<file path="config.mk">
export PLATFORM = sky130hd
export DESIGN_NAME = tli_regs
export DESIGN_NICKNAME = d
export VERILOG_FILES = /design/src/rtl/tli_pkg.sv /design/src/rtl/tli_regs.sv
export VERILOG_INCLUDE_DIRS = /design/src /design/src/rtl
export SDC_FILE = /design/constraint.sdc
export NUM_CORES = 1
export LEC_CHECK = 0
export BUFFER_PORTS_ARGS = -buffer_cell sky130_fd_sc_hd__clkbuf_2
export CORE_MARGIN = 5
export CORE_UTILIZATION = 57
export DETAILED_ROUTE_END_ITERATION = 7
export GPL_TIMING_DRIVEN = 0
export HOLD_SLACK_MARGIN = 0.08
export PLACE_DENSITY = 0.86
export SLEW_MARGIN = 20
export SYNTH_ARGS = -nofsm -noshare
export SYNTH_HDL_FRONTEND = slang
export SYNTH_SLANG_ARGS = --single-unit
</file>
<file path="constraint.sdc">
create_clock -name i_mclk -period 4.5 [get_ports i_mclk]
set_clock_uncertainty 0.2 [all_clocks]
set_input_delay 0.9 -clock i_mclk [delete_from_list [all_inputs] [get_ports i_mclk]]
set_output_delay 0.9 -clock i_mclk [all_outputs]
set_load 0.02 [all_outputs]
</file>
<file path="src/rtl/tli_params.svh">
// offsets, field positions, reset values and timing counts of the lut control registers
// assumes inclusion by bare name from the design file
`ifndef TLI_PARAMS_SVH
`define TLI_PARAMS_SVH

`define TLI_OFS_INDEX      8'h81
`define TLI_OFS_MOD_HI     8'h82
`define TLI_OFS_MOD_LO     8'h83
`define TLI_OFS_AUX1_HI    8'h84
`define TLI_OFS_AUX1_LO    8'h85
`define TLI_OFS_AUX2_HI    8'h86
`define TLI_OFS_AUX2_LO    8'h87
`define TLI_OFS_PERIOD     8'h88

`define TLI_RST_INDEX      8'h00
`define TLI_RST_CODE       9'h000
`define TLI_RST_PERIOD     8'h00

`define TLI_INDEX_BASE     8'h80
`define TLI_INDEX_MAX      8'hC7
`define TLI_TEMP_MIN       16'shD800
`define TLI_TEMP_MAX       16'sh6600
`define TLI_TEMP_OFS       17'sh0_2800
`define TLI_TEMP_SHIFT     9

`define TLI_PERIOD_SEL_MSB 2
`define TLI_CODE_MSB       8

`define TLI_CLK_NS         25
`define TLI_T0_NS          800
`define TLI_T1_NS          1200
`define TLI_T2_NS          1600
`define TLI_T3_NS          2000
`define TLI_T4_NS          2800
`define TLI_T5_NS          3200
`define TLI_T6_NS          4400
`define TLI_T7_NS          6400
`define TLI_NS2CYC(t)      (((t) + `TLI_CLK_NS - 1) / `TLI_CLK_NS)

`endif

</file>
<file path="src/rtl/tli_pkg.sv">
// types shared by the lut control register bank
// assumes tli_params.svh on the include path
package tli_pkg;

  typedef struct packed {
    logic top_password_level;
    logic lower_password_level;
    logic table_readwrite_permit;
    logic table_readonly_permit;
  } tli_access_type;

  typedef struct packed {
    logic auto_index_enable;
    logic auto_mod_enable;
    logic auto_aux1_enable;
    logic auto_aux2_enable;
  } tli_auto_type;

  typedef struct packed {
    logic [8:0] mod_code;
    logic [8:0] apc_code;
    logic [8:0] aux1_code;
    logic [8:0] aux2_code;
  } tli_codes_type;

  typedef struct packed {
    logic [7:0] mod_addr;
    logic [7:0] shared_addr;
  } tli_lut_addr_type;

endpackage : tli_pkg

</file>
<file path="src/rtl/tli_regs.sv">
// temperature-indexed lut control registers: index, value codes and loop sample period
// assumes a serial-bus front end giving byte strobes and a stop pulse, and
// combinational lut data for the addresses presented
`timescale 1ns/1ps
`include "tli_params.svh"

// How it works
// [RULE1] index equals (temperature plus 40 C) over 2 C, plus 80h, held in register
// [RULE2] index clamps to 80h below -40 C and to C7h above +102 C
// [RULE3] index written only with auto indexing off and write permission
// [RULE4] modulation table address is 1 then index bits 6 to 0
// [RULE5] reference and auxiliary tables use 1, 0, then index bits 6 to 1
// [RULE6] modulation code recalled into its register each conversion end; upper bits zero
// [RULE7] modulation register written only with auto modulation off and write permission
// [RULE8] first auxiliary code recalled into its register at each conversion end
// [RULE9] first auxiliary register written only with its auto off and write permission
// [RULE10] second auxiliary code recalled into its register at each conversion end
// [RULE11] second auxiliary register written only with its auto off and write permission
// [RULE12] period select bits 2 to 0 choose 800 to 6400 ns loop sample period
// [RULE13] reads need top level, or lower level with read-write or read-only permit
// [RULE14] period register writes need write permission; resets to 00h
// [RULE15] manual index shows in value registers after next conversion end only
// [RULE16] manual value reaches its output at the stop that ends the write
// [RULE17] recall skipped for any value register whose auto control is off
module tli_regs
  import tli_pkg::*;
(
  input  wire logic               i_mclk,
  input  wire logic               i_rst_n,
  input  wire logic signed [15:0] i_temp_value,
  input  wire logic               i_conv_done,
  input  wire tli_access_type     i_access,
  input  wire tli_auto_type       i_auto,
  input  wire tli_codes_type      i_lut_data,
  input  wire logic [7:0]         i_reg_addr,
  input  wire logic [7:0]         i_reg_wdata,
  input  wire logic               i_reg_wr,
  input  wire logic               i_reg_rd,
  input  wire logic               i_bus_stop,
  output tli_lut_addr_type        o_lut_addr,
  output logic [7:0]              o_reg_rdata,
  output logic                    o_reg_rd_ok,
  output tli_codes_type           o_out_codes,
  output logic [8:0]              o_sample_cycles,
  output logic                    o_sample_tick
);

  function automatic logic [7:0] tli_calc_index(input logic signed [15:0] t);
    logic signed [16:0] s;
    logic [7:0]         r;
    s = 17'(t) + `TLI_TEMP_OFS;
    if (t < `TLI_TEMP_MIN)
    begin
      r = `TLI_INDEX_BASE;
    end
    else if (t > `TLI_TEMP_MAX)
    begin
      r = `TLI_INDEX_MAX;
    end
    else
    begin
      r = `TLI_INDEX_BASE + 8'(s >>> `TLI_TEMP_SHIFT);
    end
    return r;
  endfunction : tli_calc_index

  function automatic logic [8:0] tli_period_cycles(input logic [2:0] sel);
    logic [8:0] c;
    c = 9'h000;
    unique case (sel)
      3'h0: c = 9'(`TLI_NS2CYC(`TLI_T0_NS));
      3'h1: c = 9'(`TLI_NS2CYC(`TLI_T1_NS));
      3'h2: c = 9'(`TLI_NS2CYC(`TLI_T2_NS));
      3'h3: c = 9'(`TLI_NS2CYC(`TLI_T3_NS));
      3'h4: c = 9'(`TLI_NS2CYC(`TLI_T4_NS));
      3'h5: c = 9'(`TLI_NS2CYC(`TLI_T5_NS));
      3'h6: c = 9'(`TLI_NS2CYC(`TLI_T6_NS));
      3'h7: c = 9'(`TLI_NS2CYC(`TLI_T7_NS));
    endcase
    return c;
  endfunction : tli_period_cycles

  function automatic logic [8:0] tli_byte_merge(input logic [8:0] cur, input logic hi,
                                                input logic [7:0] d);
    return hi ? {d[0], cur[7:0]} : {cur[8], d};
  endfunction : tli_byte_merge

  logic [7:0]    index_r;
  logic [8:0]    mod_r;
  logic [8:0]    aux1_r;
  logic [8:0]    aux2_r;
  logic [7:0]    period_r;
  logic          recall_r;
  logic          pend_mod_r;
  logic          pend_aux1_r;
  logic          pend_aux2_r;
  tli_codes_type out_r;
  logic [7:0]    rdata_r;
  logic          rd_ok_r;
  logic [8:0]    tick_cnt_r;
  logic          tick_r;

  wire logic can_read;
  wire logic can_write;
  wire logic wr_index;
  wire logic wr_mod;
  wire logic wr_aux1;
  wire logic wr_aux2;
  wire logic wr_period;
  wire logic hi_byte;
  wire logic [8:0] period_cyc;
  wire logic tick_wrap;
  logic [7:0] rd_mux;

  // read and write permission from the password state
  assign can_read  = i_access.top_password_level |
                     (i_access.lower_password_level &
                      (i_access.table_readwrite_permit | i_access.table_readonly_permit)); // [RULE13]
  assign can_write = i_access.top_password_level |
                     (i_access.lower_password_level & i_access.table_readwrite_permit);

  assign hi_byte   = ~i_reg_addr[0];
  assign wr_index  = i_reg_wr & can_write & ~i_auto.auto_index_enable &
                     (i_reg_addr == `TLI_OFS_INDEX); // [RULE3]
  assign wr_mod    = i_reg_wr & can_write & ~i_auto.auto_mod_enable &
                     ((i_reg_addr == `TLI_OFS_MOD_HI) | (i_reg_addr == `TLI_OFS_MOD_LO)); // [RULE7]
  assign wr_aux1   = i_reg_wr & can_write & ~i_auto.auto_aux1_enable &
                     ((i_reg_addr == `TLI_OFS_AUX1_HI) | (i_reg_addr == `TLI_OFS_AUX1_LO)); // [RULE9]
  assign wr_aux2   = i_reg_wr & can_write & ~i_auto.auto_aux2_enable &
                     ((i_reg_addr == `TLI_OFS_AUX2_HI) | (i_reg_addr == `TLI_OFS_AUX2_LO)); // [RULE11]
  assign wr_period = i_reg_wr & can_write & (i_reg_addr == `TLI_OFS_PERIOD); // [RULE14]

  // lut addresses from the held index
  assign o_lut_addr.mod_addr    = {1'b1, index_r[6:0]}; // [RULE4]
  assign o_lut_addr.shared_addr = {2'b10, index_r[6:1]}; // [RULE5]

  assign period_cyc = tli_period_cycles(period_r[`TLI_PERIOD_SEL_MSB:0]); // [RULE12]
  assign tick_wrap  = (tick_cnt_r >= period_cyc - 9'h001);

  always_comb
  begin
    rd_mux = 8'h00;
    unique case (i_reg_addr)
      `TLI_OFS_INDEX:   rd_mux = index_r;
      `TLI_OFS_MOD_HI:  rd_mux = {7'h00, mod_r[8]}; // [RULE6]
      `TLI_OFS_MOD_LO:  rd_mux = mod_r[7:0];
      `TLI_OFS_AUX1_HI: rd_mux = {7'h00, aux1_r[8]};
      `TLI_OFS_AUX1_LO: rd_mux = aux1_r[7:0];
      `TLI_OFS_AUX2_HI: rd_mux = {7'h00, aux2_r[8]};
      `TLI_OFS_AUX2_LO: rd_mux = aux2_r[7:0];
      `TLI_OFS_PERIOD:  rd_mux = period_r;
      default:          rd_mux = 8'h00;
    endcase
  end

  // index: computed at conversion end, or host-written while auto indexing is off
  always_ff @(posedge i_mclk or negedge i_rst_n)
  begin
    if (!i_rst_n)
    begin
      index_r  <= `TLI_RST_INDEX;
      recall_r <= 1'b0;
    end
    else
    begin
      if (i_conv_done && i_auto.auto_index_enable)
      begin
        index_r <= tli_calc_index(i_temp_value); // [RULE1] [RULE2]
      end
      else if (wr_index)
      begin
        index_r <= i_reg_wdata; // [RULE3]
      end
      recall_r <= i_conv_done; // [RULE15]
    end
  end

  // value registers: recall one cycle after conversion end, using the updated index
  always_ff @(posedge i_mclk or negedge i_rst_n)
  begin
    if (!i_rst_n)
    begin
      mod_r  <= `TLI_RST_CODE;
      aux1_r <= `TLI_RST_CODE;
      aux2_r <= `TLI_RST_CODE;
    end
    else
    begin
      if (recall_r && i_auto.auto_mod_enable)
      begin
        mod_r <= i_lut_data.mod_code; // [RULE6] [RULE17]
      end
      else if (wr_mod)
      begin
        mod_r <= tli_byte_merge(mod_r, hi_byte, i_reg_wdata); // [RULE7]
      end
      if (recall_r && i_auto.auto_aux1_enable)
      begin
        aux1_r <= i_lut_data.aux1_code; // [RULE8] [RULE17]
      end
      else if (wr_aux1)
      begin
        aux1_r <= tli_byte_merge(aux1_r, hi_byte, i_reg_wdata); // [RULE9]
      end
      if (recall_r && i_auto.auto_aux2_enable)
      begin
        aux2_r <= i_lut_data.aux2_code; // [RULE10] [RULE17]
      end
      else if (wr_aux2)
      begin
        aux2_r <= tli_byte_merge(aux2_r, hi_byte, i_reg_wdata); // [RULE11]
      end
    end
  end

  // pending manual writes wait for the stop; set wins over the clear
  always_ff @(posedge i_mclk or negedge i_rst_n)
  begin
    if (!i_rst_n)
    begin
      pend_mod_r  <= 1'b0;
      pend_aux1_r <= 1'b0;
      pend_aux2_r <= 1'b0;
    end
    else
    begin
      pend_mod_r  <= wr_mod  | (pend_mod_r  & ~i_bus_stop);
      pend_aux1_r <= wr_aux1 | (pend_aux1_r & ~i_bus_stop);
      pend_aux2_r <= wr_aux2 | (pend_aux2_r & ~i_bus_stop);
    end
  end

  // outputs follow recall in auto mode and the stop in manual mode
  always_ff @(posedge i_mclk or negedge i_rst_n)
  begin
    if (!i_rst_n)
    begin
      out_r <= '0;
    end
    else
    begin
      if (recall_r)
      begin
        out_r.apc_code <= i_lut_data.apc_code;
      end
      if (recall_r && i_auto.auto_mod_enable)
      begin
        out_r.mod_code <= i_lut_data.mod_code;
      end
      else if (i_bus_stop && pend_mod_r)
      begin
        out_r.mod_code <= mod_r; // [RULE16]
      end
      if (recall_r && i_auto.auto_aux1_enable)
      begin
        out_r.aux1_code <= i_lut_data.aux1_code;
      end
      else if (i_bus_stop && pend_aux1_r)
      begin
        out_r.aux1_code <= aux1_r; // [RULE16]
      end
      if (recall_r && i_auto.auto_aux2_enable)
      begin
        out_r.aux2_code <= i_lut_data.aux2_code;
      end
      else if (i_bus_stop && pend_aux2_r)
      begin
        out_r.aux2_code <= aux2_r; // [RULE16]
      end
    end
  end

  // period register and loop sample tick
  always_ff @(posedge i_mclk or negedge i_rst_n)
  begin
    if (!i_rst_n)
    begin
      period_r   <= `TLI_RST_PERIOD; // [RULE14]
      tick_cnt_r <= 9'h000;
      tick_r     <= 1'b0;
    end
    else
    begin
      if (wr_period)
      begin
        period_r <= i_reg_wdata; // [RULE14]
      end
      tick_cnt_r <= tick_wrap ? 9'h000 : tick_cnt_r + 9'h001; // [RULE12]
      tick_r     <= tick_wrap;
    end
  end

  // registered read answer; refused or unmapped reads give zero
  always_ff @(posedge i_mclk or negedge i_rst_n)
  begin
    if (!i_rst_n)
    begin
      rdata_r <= 8'h00;
      rd_ok_r <= 1'b0;
    end
    else
    begin
      rd_ok_r <= i_reg_rd & can_read;
      if (i_reg_rd)
      begin
        rdata_r <= can_read ? rd_mux : 8'h00; // [RULE13]
      end
    end
  end

  assign o_reg_rdata     = rdata_r;
  assign o_reg_rd_ok     = rd_ok_r;
  assign o_out_codes     = out_r;
  assign o_sample_cycles = period_cyc;
  assign o_sample_tick   = tick_r;

endmodule : tli_regs

</file>
==> flow_summary.yaml <==
power_and_ir_drop:
  vdd_drop_max_v: 0.000221
  seqPwrFrac_pct: 49.7
  powerDensity_nw_per_um2: 358
  p_switching_uw: 762
  power.share.clock_pct: 25.2
  p_int_mw: 1.54
  swShare_pct: 33.1
  leakage_nw: 3.23
  p_comb_share_pct: 25.1
detailed_routing:
  wire_per_inst_um: 18.6
  wl_mm: 15.0
  first_pass_iters: 7
  ant_nets: 0
  viasPerCell: 6.12
  drt-initial-drc-count: 379
  drc: 0
  via_count: 4953
worst_setup_path:
  critical_path.max_fanout: 7
  crit_family: "buffers and inverters"
  path_cells: "clkbuf_1 -> inv_1 -> ha_1 -> and2_1 -> clkbuf_2"
  startpoint_type: "flop"
  slowest_stage: "dfrtp_1"
  cp_slowest_stage_delay_ns: 0.35
  critical_path_required_ns: 3.40
  worstReg2RegStart: "period_r[1]"
  path_buf_inv: 3
  rrSetupSlack_ns: 1.78
  rr_worst_depth: 10
  crit_type: "flop to primary output"
  crit_arrival_ns: 1.73
  crit_path_end_kind: "primary output"
  worstReg2RegEnd: "o_sample_tick"
run:
  drv_cap: 0
global_routing:
  grt_pass1_wl_mm: 24.0
  gr-total-overflow: 0
  antenna_found_initial: 0
  grt_pass1_vias: 4792
  grt_usage_pct: 26.6
  grt_max_degree: 80
cells_and_area:
  final_common_cell: "clkbuf_2"
  drive_above_1_share_pct: 29.1
  n_antenna_cell: 0
  syn2layout_area_growth_pct: 20.6
  fin_nets: 785
  finalNonFillerCells: 809
  final_util_pct: 70.1
  final_cell_mix: "142 x clkbuf_2, 102 x dfrtp_1, 66 x nand2_1, 34 x a21oi_1, 23 x o21ai_1"
sta:
  fin_crit_sh_pct: 63.0
  finalMaxSlewViolations: 0
  maxSlewHeadroom_pct: 50.3
  setup_viol: 0
  finalCriticalPeriod_ns: 2.83
  finalWorstSetupSlack_ns: 1.67
  tns_ns: 0
  rsz0062_at_grt: "no"
  hold_viol_final: 0
  fmax_mhz: 353
  worst_pin_slew_ns: 0.727
placed_design:
  post-place-ws_ns: 1.57
  dp.cells: 793
  routabilityCongestion: 0.863
  post-dp-hpwl_mm: 11.8
  io_buffers: 143
status:
  outcome: "completed"
logic_synthesis:
  ys_seq_area_share_pct: 47.8
  avgSynthCellArea_sq_um: 10.0
  synthArstFlopShare_pct: 100
  netlist_instances: 533
  yosysWarnings: 0
  synth_edf_count: 0
  synth_seq_cells: 102
  synthesis.area_sq_um: 5350
  synthFlopType: "dfrtp_1"
  ys_types: 62
worst_hold_path:
  hold_path.class: "input port to asynchronous set/reset pin"
floorplanning:
  ios: 153
  die-area_sq_um: 11400
  start_util_pct: 58.1
  die_w_um: 107
  die_h_um: 107
  core_sq_um: 9200
  rows: 35
clocking:
  clock_path_buffers: 2
  postCtsHoldBufs: 0
  cts_sinks: 102
  cts_tree: "done"
  cts_root_buffer: "clkbuf_8"
  cts_max_level: 3
  clkLatencyLatePin_ns: 0.38
  cts.clk_slew.worst_paths_ns: 0.10
  cts_resized: 0
  cts_setup_buffers: 0
  cts_inserted_buffers: 9
-- layout make-up --
| class | count | area [sq um] |
|---|---|---|
| fillers | 712 | 2750 |
| flip-flops and latches | 102 | 2550 |
| multi-input cells | 374 | 2480 |
| repair buffers | 144 | 752 |
| plain buffers | 46 | 274 |
| well taps | 111 | 139 |
| clock buffers | 12 | 135 |
| inverters | 16 | 60.1 |
| clock inverters | 4 | 55.1 |
-- sequential cells by signal (all words and copies together), names as in the netlist --
signal,cells
aux1_r,9
o_reg_rdata,8
pend_aux2_r,1
recall_r,1
period_r,8
pend_mod_r,1
tick_cnt_r,9
pend_aux1_r,1
o_sample_tick,1
index_r,8
aux2_r,9
o_reg_rd_ok,1
o_out_codes,36
mod_r,9
-- Yosys cell counts, drive strengths merged (2+ instances only) --
cell type / count / area (sq um)
a211o: 2 / 17.5
a211oi: 2 / 15.0
a21boi: 2 / 15.0
a21o: 5 / 37.5
a21oi: 34 / 170
a221o: 16 / 160
a222oi: 4 / 40.0
a2bb2oi: 5 / 43.8
a31oi: 17 / 106
and2: 8 / 50.1
and3: 21 / 131
and4b: 2 / 20.0
buf: 31 / 218
clkbuf: 15 / 56.3
conb: 2 / 7.51
dfrtp: 102 / 2550
ha: 10 / 125
inv: 16 / 60.1
mux2: 17 / 191
mux2i: 16 / 160
nand2: 66 / 248
nand3: 19 / 95.1
nand3b: 2 / 15.0
nand4: 7 / 50.1
nor2: 17 / 63.8
nor2b: 6 / 37.5
nor3: 4 / 25.0
nor4: 4 / 25.0
nor4b: 2 / 38.8
nor4bb: 2 / 20.0
o211ai: 3 / 22.5
o21ai: 30 / 154
o22ai: 9 / 56.3
o2bb2ai: 4 / 35.0
o32ai: 2 / 17.5
or3: 2 / 12.5
xnor2: 7 / 61.3
xor2: 7 / 61.3
-- power by group through the flow --
stage	clock [mW]	combinational, mW	sequential (mW)
global placement	0	0.556	1.15
finish	0.581	0.579	1.15
global route	0.625	0.636	1.16
CTS	0.585	0.582	1.14
detailed placement	0	0.581	1.16
floorplan	0	0.314	1.19
-- per-layer routing --
metal | GRT usage, % | up-vias | share of wire [%]
li1 | - | 2247 | -
met1 | 35.7 | 2368 | 40
met2 | 42.8 | 294 | 48
met3 | 6.20 | 44 | 9.7
met4 | 8.49 | 0 | 2.7
met5 | 0 | - | 0
-- logic make-up (layout without fill, tap and decap cells) --
group           Yosys count  count (layout)  share of synthesized area (%)
xor+xnor                 14              14                           2.29
buf+inv                  62             222                           6.25
compound gates          143             143                           18.0
mux                      34              34                           7.00
other cells               2               7                          0.141
simple gates            166             166                           16.3
flops                   102             102                           47.8
fa+ha+maj                10              10                           2.34
-- worst max-delay path by stage --
stage | start | to | slack, ns | cells past startpoint
6_report | period_r[1] | o_sample_cycles[7] | 1.67 | 5
5_1_grt | period_r[1] | o_sample_cycles[7] | 1.58 | 5
4_1_cts | period_r[1] | o_sample_cycles[7] | 1.66 | 5
3_5_place_dp | i_reg_addr[5] | mod_r[0] | 1.57 | 6
3_3_place_gp | i_rst_n | o_out_codes[2] | 1.06 | 1
2_1_floorplan | i_reg_addr[5] | mod_r[6] | 2.01 | 5
-- metrics by stage --
step / power, mW / hold slack, ns / area [sq um]
3_3_place_gp: 1.71 / 0.265 / 6220
3_5_place_dp: 1.74 / 0.270 / 6250
2_1_floorplan: 1.51 / 0.264 / 5360
6_report: 2.31 / 0.175 / 6440
4_1_cts: 2.31 / 0.182 / 6440
5_1_grt: 2.42 / 0.183 / 6440
-- worst register-to-register path: cells and delay by family, from the launching register on --
kind	cells	cell delay, ns
AND/OR/NAND/NOR	4	0.70
buffers and inverters	3	0.63
adder cells (fa/ha/maj)	2	0.58
XOR/XNOR	1	0.16
flip-flops	1	0.35
No activity file was read; power rests on OpenSTA's default activity.
